`src/auth_pkg.sv`:
```
package auth_pkg;

  localparam int SEED_W = 128;
  localparam int HALF_W = 64;
  localparam int CHAL_W = 128;
  localparam int KEY_W = 128;
  localparam int RESP_W = 32;
  localparam int CIPHER_W = 128;

  // Outcome codes shown on the result port.
  localparam logic [1:0] OUTCOME_NONE = 2'h0;
  localparam logic [1:0] OUTCOME_PASS = 2'h1;
  localparam logic [1:0] OUTCOME_FAIL = 2'h2;

  // Longest wait for a reply from the portable side, in ns and cycles.
  localparam longint REPLY_TIMEOUT_NS = 64'd1000000;
  localparam longint CLK_PERIOD_NS = 64'd20;
  localparam int REPLY_TIMEOUT_CYC = int'(REPLY_TIMEOUT_NS / CLK_PERIOD_NS);

  typedef struct packed {
    logic [HALF_W-1:0] seed_high_half;
    logic [HALF_W-1:0] seed_low_half;
  } session_seed_t;

  // Request sent to the portable terminal.
  typedef struct packed {
    logic [CHAL_W-1:0] fixed_challenge;
    session_seed_t session_seed;
  } auth_request_t;

  // Reply returned by the portable terminal.
  typedef struct packed {
    logic [RESP_W-1:0] portable_response;
    logic [CHAL_W-1:0] portable_challenge;
  } auth_reply_t;

  // Output of the response derivation engine.
  typedef struct packed {
    logic [RESP_W-1:0] expected_response;
    logic [CIPHER_W-1:0] derived_cipher_key;
  } derive_result_t;

endpackage

```
`src/seed_key_cache.sv`:
```
`timescale 1ns/100ps

// ****************************************
// Cached seed and session key pair
// ****************************************
module seed_key_cache #(
  parameter int SEED_BITS = 128,
  parameter int KEY_BITS = 128
) (
  // Clock and reset
  input wire logic ref_clk,
  input wire logic reset,
  // Write side
  input wire logic write_en,
  input wire logic [SEED_BITS-1:0] write_seed,
  input wire logic [KEY_BITS-1:0] write_key,
  input wire logic pinned_in,
  // Read side
  output logic valid,
  output logic pinned,
  output logic [SEED_BITS-1:0] seed,
  output logic [KEY_BITS-1:0] key
);

  always_ff @(posedge ref_clk or posedge reset) begin
    if (reset) begin
      valid <= 1'b0;
      pinned <= 1'b0;
      seed <= '0;
      key <= '0;
    end else if (write_en) begin
      valid <= 1'b1;
      pinned <= pinned_in;
      seed <= write_seed;
      key <= write_key;
    end
  end

endmodule

```
`src/fixed_auth_controller.sv`:
```
`timescale 1ns/100ps
// Functional notes
// - Seed is 128 bits; high 64-bit half sits in the upper bits.
// - Every random value, seed included, is consumed once only.
// - Seed halves travel as one combined 128-bit seed on the link.
// - Each fresh derivation starts from a never-used 128-bit seed.
// - Session key is derived from the fresh seed and subscriber secret.
// - Last derived key and its seed are kept; reuse allowed.
// - A seed enters session key derivation only once.
// - A new seed is fetched only when a run needs a new key; the stored key never lags its seed.
// - A fresh fixed challenge is drawn for every run.
// - Request carries the fixed challenge and the 128-bit seed.
// - Expected response is computed; accept only on exact match.
// - Cipher key from the own response derivation is captured.
// - A visited system sends its given seed with its challenge.

// ****************************************
// Fixed terminal authentication controller
// ****************************************
module fixed_auth_controller #(
  parameter int TIMEOUT_CYCLES = auth_pkg::REPLY_TIMEOUT_CYC
) (
  // Clock and reset
  input wire logic ref_clk,
  input wire logic reset,
  // User side
  input wire logic start,
  input wire logic force_new_key,
  input wire logic load_visited,
  input wire auth_pkg::session_seed_t visited_seed,
  input wire logic [auth_pkg::KEY_W-1:0] visited_key,
  output logic busy,
  output logic done,
  output logic [1:0] outcome,
  output logic authenticated,
  output logic [auth_pkg::CIPHER_W-1:0] derived_cipher_key,
  // Random source
  output logic rand_req,
  input wire logic rand_ack,
  input wire logic [auth_pkg::CHAL_W-1:0] rand_data,
  // Session key derivation engine
  output logic skd_start,
  output auth_pkg::session_seed_t skd_seed,
  input wire logic skd_done,
  input wire logic [auth_pkg::KEY_W-1:0] skd_key,
  // Response derivation engine
  output logic rd_start,
  output logic [auth_pkg::KEY_W-1:0] rd_key,
  output logic [auth_pkg::CHAL_W-1:0] rd_fixed_challenge,
  output logic [auth_pkg::CHAL_W-1:0] rd_portable_challenge,
  input wire logic rd_done,
  input wire auth_pkg::derive_result_t rd_result,
  // Link to portable terminal
  output logic req_valid,
  input wire logic req_ready,
  output auth_pkg::auth_request_t req_msg,
  input wire logic reply_valid,
  input wire auth_pkg::auth_reply_t reply_msg
);
  import auth_pkg::*;

  // A zero wait would wrap the limit to the largest count, so the timeout would fire only after about 2^32 cycles.
  if (TIMEOUT_CYCLES < 1) begin : g_bad_timeout
    $error("TIMEOUT_CYCLES must be at least 1");
  end

  typedef enum logic [3:0] {
    IDLE, GET_SEED, DERIVE_KEY, GET_CHAL, SEND_REQ, WAIT_REPLY, DERIVE_RESP, FINISH
  } state_t;

  state_t state;
  logic [CHAL_W-1:0] fixed_challenge;
  logic [CHAL_W-1:0] portable_challenge;
  logic [RESP_W-1:0] portable_response;
  session_seed_t fresh_seed;
  logic fresh_valid;
  logic [31:0] wait_count;
  logic cache_valid;
  logic cache_pinned;
  logic [SEED_W-1:0] cache_seed;
  logic [KEY_W-1:0] cache_key;
  logic cache_we;
  logic visited_load;
  logic [SEED_W-1:0] cache_wseed;
  logic [KEY_W-1:0] cache_wkey;
  logic need_key;

  // ****************************************
  // Seed and key cache
  // ****************************************
  // keep last pair
  seed_key_cache #(.SEED_BITS(SEED_W), .KEY_BITS(KEY_W)) u_cache (
    .ref_clk(ref_clk),
    .reset(reset),
    .write_en(cache_we),
    .write_seed(cache_wseed),
    .write_key(cache_wkey),
    .pinned_in(visited_load),
    .valid(cache_valid),
    .pinned(cache_pinned),
    .seed(cache_seed),
    .key(cache_key)
  );

  // A visited pair loads only when idle; a derived pair is written on completion.
  // The pin flag follows the idle load alone, so a late load request cannot pin a derived pair.
  assign visited_load = (state == IDLE) && load_visited;
  assign cache_we = visited_load || (state == DERIVE_KEY && skd_done);
  assign cache_wseed = visited_load ? visited_seed : fresh_seed;
  assign cache_wkey = visited_load ? visited_key : skd_key;

  assign need_key = !cache_pinned && (force_new_key || !cache_valid);

  // ****************************************
  // Sequencer
  // ****************************************
  always_ff @(posedge ref_clk or posedge reset) begin
    if (reset) begin
      state <= IDLE;
    end else begin
      unique case (state)
        IDLE: begin
          if (start && !load_visited) begin
            state <= need_key ? (fresh_valid ? DERIVE_KEY : GET_SEED) : GET_CHAL;
          end
        end
        GET_SEED: begin
          if (rand_ack) begin
            state <= DERIVE_KEY;
          end
        end
        DERIVE_KEY: begin
          if (skd_done) begin
            state <= GET_CHAL;
          end
        end
        GET_CHAL: begin
          if (rand_ack) begin
            state <= SEND_REQ;
          end
        end
        SEND_REQ: begin
          if (req_ready) begin
            state <= WAIT_REPLY;
          end
        end
        WAIT_REPLY: begin
          if (reply_valid) begin
            state <= DERIVE_RESP;
          end else if (wait_count >= 32'(TIMEOUT_CYCLES - 1)) begin
            state <= FINISH;
          end
        end
        DERIVE_RESP: begin
          if (rd_done) begin
            state <= FINISH;
          end
        end
        FINISH: begin
          state <= IDLE;
        end
      endcase
    end
  end

  always_ff @(posedge ref_clk or posedge reset) begin
    if (reset) begin
      wait_count <= '0;
    end else if (state == WAIT_REPLY) begin
      wait_count <= wait_count + 32'h1;
    end else begin
      wait_count <= '0;
    end
  end

  // ****************************************
  // Random values
  // ****************************************
  // fresh seed drawn
  always_ff @(posedge ref_clk or posedge reset) begin
    if (reset) begin
      fresh_seed <= '0;
      fresh_valid <= 1'b0;
    end else if (state == GET_SEED && rand_ack) begin
      fresh_seed <= rand_data;
      fresh_valid <= 1'b1;
    end else if (state == DERIVE_KEY && skd_done) begin
      fresh_valid <= 1'b0;
    end
  end

  always_ff @(posedge ref_clk or posedge reset) begin
    if (reset) begin
      fixed_challenge <= '0;
    end else if (state == GET_CHAL && rand_ack) begin
      fixed_challenge <= rand_data;
    end
  end

  assign rand_req = (state == GET_SEED) || (state == GET_CHAL);

  assign skd_start = (state == DERIVE_KEY);
  assign skd_seed = fresh_seed;

  // ****************************************
  // Link messages
  // ****************************************
  // request contents
  assign req_valid = (state == SEND_REQ);
  assign req_msg = '{fixed_challenge: fixed_challenge, session_seed: cache_seed};

  always_ff @(posedge ref_clk or posedge reset) begin
    if (reset) begin
      portable_challenge <= '0;
      portable_response <= '0;
    end else if (state == WAIT_REPLY && reply_valid) begin
      portable_challenge <= reply_msg.portable_challenge;
      portable_response <= reply_msg.portable_response;
    end
  end

  assign rd_start = (state == DERIVE_RESP);
  assign rd_key = cache_key;
  assign rd_fixed_challenge = fixed_challenge;
  assign rd_portable_challenge = portable_challenge;

  // ****************************************
  // Outcome
  // ****************************************
  // compare responses
  always_ff @(posedge ref_clk or posedge reset) begin
    if (reset) begin
      outcome <= OUTCOME_NONE;
      authenticated <= 1'b0;
    end else if (state == DERIVE_RESP && rd_done) begin
      authenticated <= (rd_result.expected_response == portable_response);
      outcome <= (rd_result.expected_response == portable_response) ? OUTCOME_PASS : OUTCOME_FAIL;
    end else if (state == WAIT_REPLY && !reply_valid && wait_count >= 32'(TIMEOUT_CYCLES - 1)) begin
      authenticated <= 1'b0;
      outcome <= OUTCOME_FAIL;
    end else if (state == IDLE && start && !load_visited) begin
      authenticated <= 1'b0;
      outcome <= OUTCOME_NONE;
    end
  end

  always_ff @(posedge ref_clk or posedge reset) begin
    if (reset) begin
      derived_cipher_key <= '0;
    end else if (state == DERIVE_RESP && rd_done) begin
      derived_cipher_key <= rd_result.derived_cipher_key;
    end
  end

  always_ff @(posedge ref_clk or posedge reset) begin
    if (reset) begin
      done <= 1'b0;
    end else begin
      done <= (state == FINISH);
    end
  end

  assign busy = (state != IDLE);
endmodule

```
`config.mk`:
```
export PLATFORM = sky130hd
export DESIGN_NAME = fixed_auth_controller
export DESIGN_NICKNAME = d
export VERILOG_FILES = /design/src/auth_pkg.sv /design/src/seed_key_cache.sv /design/src/fixed_auth_controller.sv
export SDC_FILE = /design/constraint.sdc
export NUM_CORES = 2
export LEC_CHECK = 0
export ABC_AREA = 1
export ABC_CLOCK_PERIOD_IN_PS = 32400
export BUFFER_PORTS_ARGS = -buffer_cell sky130_fd_sc_hd__buf_2
export CAP_MARGIN = 10
export CORE_AREA = 2 2 690 692
export DETAILED_ROUTE_END_ITERATION = 6
export DIE_AREA = 0 0 692 694
export PLACE_DENSITY_LB_ADDON = 0.3
export SKIP_LAST_GASP = 1
export SYNTH_ARGS = -nofsm -noshare
export SYNTH_HDL_FRONTEND = slang
export SYNTH_SLANG_ARGS = --single-unit
```
`constraint.sdc`:
```
create_clock -name ref_clk -period 32.4 [get_ports ref_clk]
set_input_delay 3.24 -clock ref_clk [delete_from_list [all_inputs] [get_ports ref_clk]]
set_output_delay 3.24 -clock ref_clk [all_outputs]
set_load 0.03 [all_outputs]
```
# After elaboration in Yosys (flattened, before gate mapping)
# Cells that the tools add are included.
[word_totals]
reg_bits = 843
latch_bits = 0
mem_bits_rw = 0
mem_bits_ro = 0
input_bits = 842
out_inout_bits = 905
elab_cells = 80
mem_count = 0
[op_classes]
add_sub_neg = 1
n_mul = 0
n_div = 0
order_cmp = 1
n_eq_ne = 15
shift = 0
n_mux = 23
bitwise = 0
n_reduce_logical = 24
[op_table]
columns = ["operator", "count"]
rows = [
  ["two-way mux 128 bit", 2],
  ["adder 32 x 1 -> 32 bit, second input constant", 1],
  ["equality test 32 bit", 1],
  ["greater-or-equal comparator 32 x 16 -> 1 bit, second input constant", 1],
  ["two-way mux 32 bit", 1],
  ["two-way mux 4 bit", 8],
  ["one-hot mux 4 bit (8 select lines)", 1],
  ["equality test 4 x 3 -> 1 bit, second input constant", 4],
  ["logical AND 1 bit", 12],
  ["two-way mux 2 bit", 6],
  ["equality test 4 x 2 -> 1 bit, second input constant", 2],
  ["inequality test 2 x 1 -> 1 bit, second input constant", 4],
  ["AND reduction 7 bit", 1],
  ["two-way mux 1 bit", 5],
  ["equality test 4 x 1 -> 1 bit, second input constant", 1],
  ["logical NOT 1 bit", 4],
  ["logical NOT 4 bit", 1],
  ["inequality test 2 bit, second input constant", 2],
  ["nonzero test 4 bit", 1],
  ["logical OR 1 bit", 3],
  ["inequality test 3 bit, second input constant", 1],
  ["nonzero test 3 bit", 1],
  ["nonzero test 2 bit", 1],
]

# Depth between registers and ports, before layout
[logic_depth]
ltp_word = 6
mapped_depth = 11
mapped_depth_nobuf = 11

# Cells and area by module
# From an unflattened synthesis, not the netlist that was laid out.
[unflattened]
cells_unflattened = 4315
hier_area_um2 = 37058.0
[by_module_without_submodules]
columns = ["mod", "n_inst", "cells_each", "area_per_inst_um2", "seq_area_each_um2"]
rows = [
  ["fixed_auth_controller", 1, 3226, 27241.1, 14589.0],
  ["seed_key_cache", 1, 1089, 9816.9, 6456.2],
]

# Worst setup path before layout
# No wires, ideal clock.
[synth_timing]
path_kind = "register -> output"
startpoint = "register state[1]"
endpoint = "output rand_req"
arrival_time_ns = 1.067
path_slack_ns = 28.093
stages_incl_launch_ff = 7
cell_sequence = "dfrtp_1 inv_1 ha_1 inv_1 nor2_1 inv_1 nand2_1"
[synth_between]
elab_chain_cells = 2
word_cells_on_any_way = 3
classes_between = "2 x eq/ne; 1 x reduce/logical"
[synth_rtl]
columns = ["element", "line_no", "text"]
rows = [
  ["start, declared", "fixed_auth_controller.sv:71", "state_t state;"],
  ["start signal, assigned", "fixed_auth_controller.sv:124", "state <= need_key ? (fresh_valid ? DERIVE_KEY : GET_SEED) : GET_CHAL;"],
  ["equality test 4 x 1 -> 1 bit / equality test 4 x 2 -> 1 bit (equally long branches)", "fixed_auth_controller.sv:200", "assign rand_req = (state == GET_SEED) || (state == GET_CHAL);"],
  ["logical OR 1 bit *", "fixed_auth_controller.sv:200", ""],
  ["end, declared", "fixed_auth_controller.sv:38", "output logic rand_req,"],
]
# Every way passes the cells marked *; elsewhere a longest branch is shown, timed or not.

==> key figures <==
Power and ir drop
  – Switching part of the total: around 54%
  – NetSw: between 0.003 and 0.004 W
  – Clk pwr share: just over 20%
  – Max IR drop VDD: ~0.000047 V
  – Leakage: approximately 28 nW
  – Total power: approximately 0.0066 W
  – Pwr dens: 120 mW/mm2
  – Flop pwr share: between 20% and 30%
  – Int Power: a little over 0.003 W
  – Logic pwr share: slightly above 50%

CTS
  – Post CTS Setup Buffer Count: 0
  – H-tree depth: 3
  – TritonCTS clock tree: yes
  – Later-pin clock latency in the skew report: 0.90 ns
  – Hold Buf Count CTS: 0
  – Max Root-Sink Buffers: 4
  – Post-cts sizing count: 0
  – CTS buffer count: 119
  – Clock sink count: around 840
  – Clk slew on worst S/H paths: about 0.060 ns
  – CTS root buf: clkbuf_16

Die
  – Total I/O pin count: 1747
  – Initial Util: 7.62%
  – Die Y-Extent: between 600 and 700 um
  – Core area: roughly 0.47 mm2
  – Die Width: 692 um
  – Site Rows: 253
  – Die Footprint: just under 0.5 mm2

Timing
  – Skew final: 0.106 ns
  – Final setup viols: 0
  – Min Tclk post-route: around 7 ns
  – Final Hold Fails: 0
  – Setup tns final: 0 ns
  – Worst slew margin: ~8.3%
  – Final Cycle Share: between 20% and 30%
  – Worst Tran Pin Value: between 1 and 1.5 ns
  – RSZ-0062 raised after global routing: false
  – Final Max Tran Viols: 0
  – FMAX: roughly 140 MHz

Place
  – Routability Congestion: 0.909
  – Buffers added on ports: ~1.7k
  – Final HPWL DP: slightly above 300000 um

Detailed routing
  – Residual DRC count: 0
  – Routed len/inst: 30.7 um
  – Vias per inst: slightly below 3
  – Total number of vias: ~35k
  – WL final: 362000 um
  – Iter 0 DRT Violations: roughly 2.8k
  – Post-DRT Antenna Nets: 0
  – Iteration count of the initial detailed-routing pass: 7

Yosys
  – Synthesized Nets: 4633
  – Synth warn: 0
  – Library cells used by synthesis: 31
  – Yosys reg bits: 841
  – Syn Std Cell Area: 0.0361 mm2
  – Share of the yosys chip area belonging to registers: 58.4%
  – Largest area contributor in the netlist: dfrtp_1
  – Cells after Synth: about 3.8k
  – Share of the synthesized area in the top cell type: between 50 and 60%
  – Top post-synthesis cells by area: dfrtp_1 58%, nand2_1 13%, o21ai_0 6.2%, o21bai_1 5.3%, buf_4 3.1%
  – Mapped Avg Cell Area: about 9.5 um2

Critical path
  – Crit path arrival time: around 7.8 ns
  – CP peak stage delay: 0.83 ns
  – CP endpoint kind: async pin
  – CP max-delay cell: buf_4
  – CP required: approximately 33 ns
  – Critical path cell sequence: buf_2 > inv_8 > buf_4 > buf_4 > buf_4 > buf_4 > buf_4
  – Cell mode on critical path: buf_4
  – CP Launch Type: input port
  – WS Path Type: input port to async pin
  – CP max FO: 92

GRT
  – Largest net degree at the start of global routing: around 190
  – GRT Resource Usage Total: between 10 and 15%
  – Vias in the first global route: 33.9k
  – Initial antenna violation count: between 300 and 400
  – First-pass GRT wire length: approximately 440000 um
  – GR Overflow Total: 0

Layout
  – Filler instances: around 55k
  – Combined flip-flop and latch cell area: approximately 0.021 mm2
  – Layout area overhead: 52.7%
  – Layout cell share with drive strength beyond 1: around 38%
  – Commonest non-fill, non-tap cell in the layout: buf_2
  – Fin nets: about 6.2k
  – Commonest cells after routing, fill and taps aside: 1746 x buf_2, 1261 x nand2_1, 841 x dfrtp_1
  – Multi-input logic area: around 0.012 mm2

Flow run
  – Max-cap violations: 0

Status
  – Status: finished, final reports clean

Hold path
  – Hold Crit Class: flip-flop to flip-flop
[layer usage]
metal / GRT usage [%] / routed length [um]
met5: 0 / 562
met4: 2.92 / 11600
met3: 7.56 / 44500
met2: 25.5 / 176000
met1: 15.3 / 129000
[path summary, 6_finish.rpt]
check	start	to	slack (ns)	depth (start not counted)
setup reg to reg	state[0]	u_cache.seed[82]	27.16	12
min in group asynchronous	reset	portable_response[9]	2.47	2
hold reg to reg	u_cache.valid	u_cache.valid	0.45	2
hold / removal	u_cache.valid	u_cache.valid	0.45	2
setup / recovery	reset	u_cache.key[97]	25.46	7
max in group ref_clk	load_visited	u_cache.seed[82]	25.54	11
[flip-flops by register name (all words and copies together), names as in the netlist]
name and count:
outcome 2, u_cache.key 128, derived_cipher_key 128, skd_seed 128
done 1, u_cache.pinned 1, state 3, rd_portable_challenge 128
u_cache.seed 128, portable_response 32, rd_fixed_challenge 128, u_cache.valid 1
wait_count 32, fresh_valid 1
[cell type report]
class                           count  area share [%]
Sequential cell                   841            38.2
Multi-Input combinational cell   2403            22.3
Timing Repair Buffer             1782            16.5
Tap cell                         6247            14.2
Clock buffer                      172            6.24
Inverter                          196            1.39
Clock inverter                     35           0.713
Antenna cell                      113           0.513
[power by group through the flow]
| stage | clock [W] | combinational [W] | sequential, W |
|---|---|---|---|
| 3_5_place_dp | 0 | 0.00348 | 0.00194 |
| 6_report | 0.00135 | 0.00336 | 0.00192 |
| 2_1_floorplan | 0 | 0.00104 | 0.00266 |
| 3_3_place_gp | 0 | 0.00349 | 0.00194 |
| 5_1_grt | 0.00143 | 0.00362 | 0.00198 |
| 4_1_cts | 0.00140 | 0.00350 | 0.00194 |
[metrics by stage]
step / instance area (um2) / util, % / hold slack (ns) / cells / setup slack (ns)
final: 55100 / 11.6 / 0.448 / 11800 / 25.46
after global routing: 54900 / 11.6 / 0.475 / 11700 / 24.82
after CTS: 54800 / 11.6 / 0.449 / 11700 / 25.26
after detailed placement: 51000 / 10.8 / 0.434 / 11500 / 24.33
after global placement: 51000 / 10.8 / 0.430 / 11500 / 24.31
after floorplan: 36100 / - / 0.419 / 3786 / 5.53
[cells by family after synthesis]
group	Yosys count	share of synthesized area, %
AND/OR/NAND/NOR	1398	14.9
flip-flops	841	58.4
AO/OA/AOI/OAI	800	12.9
buffers and inverters	542	7.75
multiplexers	158	4.93
XOR/XNOR	42	1.02
adder cells (fa/ha/maj)	5	0.173
[cell usage after synthesis]
master / number
mux2_2: 82
o2111ai_1: 1
buf_1: 31
a31oi_1: 3
nor2_4: 1
xnor2_1: 22
a21oi_1: 11
and3_1: 1
nand2_1: 1263
buf_6: 14
nor3_1: 22
mux2_1: 76
nand2_4: 2
nor2_1: 70
clkbuf_2: 5
ha_1: 5
nand2_2: 1
clkbuf_1: 80
xor2_1: 20
buf_4: 150
inv_2: 3
inv_1: 192
nor2_2: 2
buf_2: 66
o21bai_1: 255
nand4_1: 11
dfrtp_1: 841
o21ai_0: 447
o21ai_1: 83
nand3_1: 25
inv_4: 1
[worst max-delay path, delay by kind of cell]
kind,cells,cell delay [ns]
buffers and inverters,7,4.22
No activity file was read; power rests on OpenSTA's default activity.
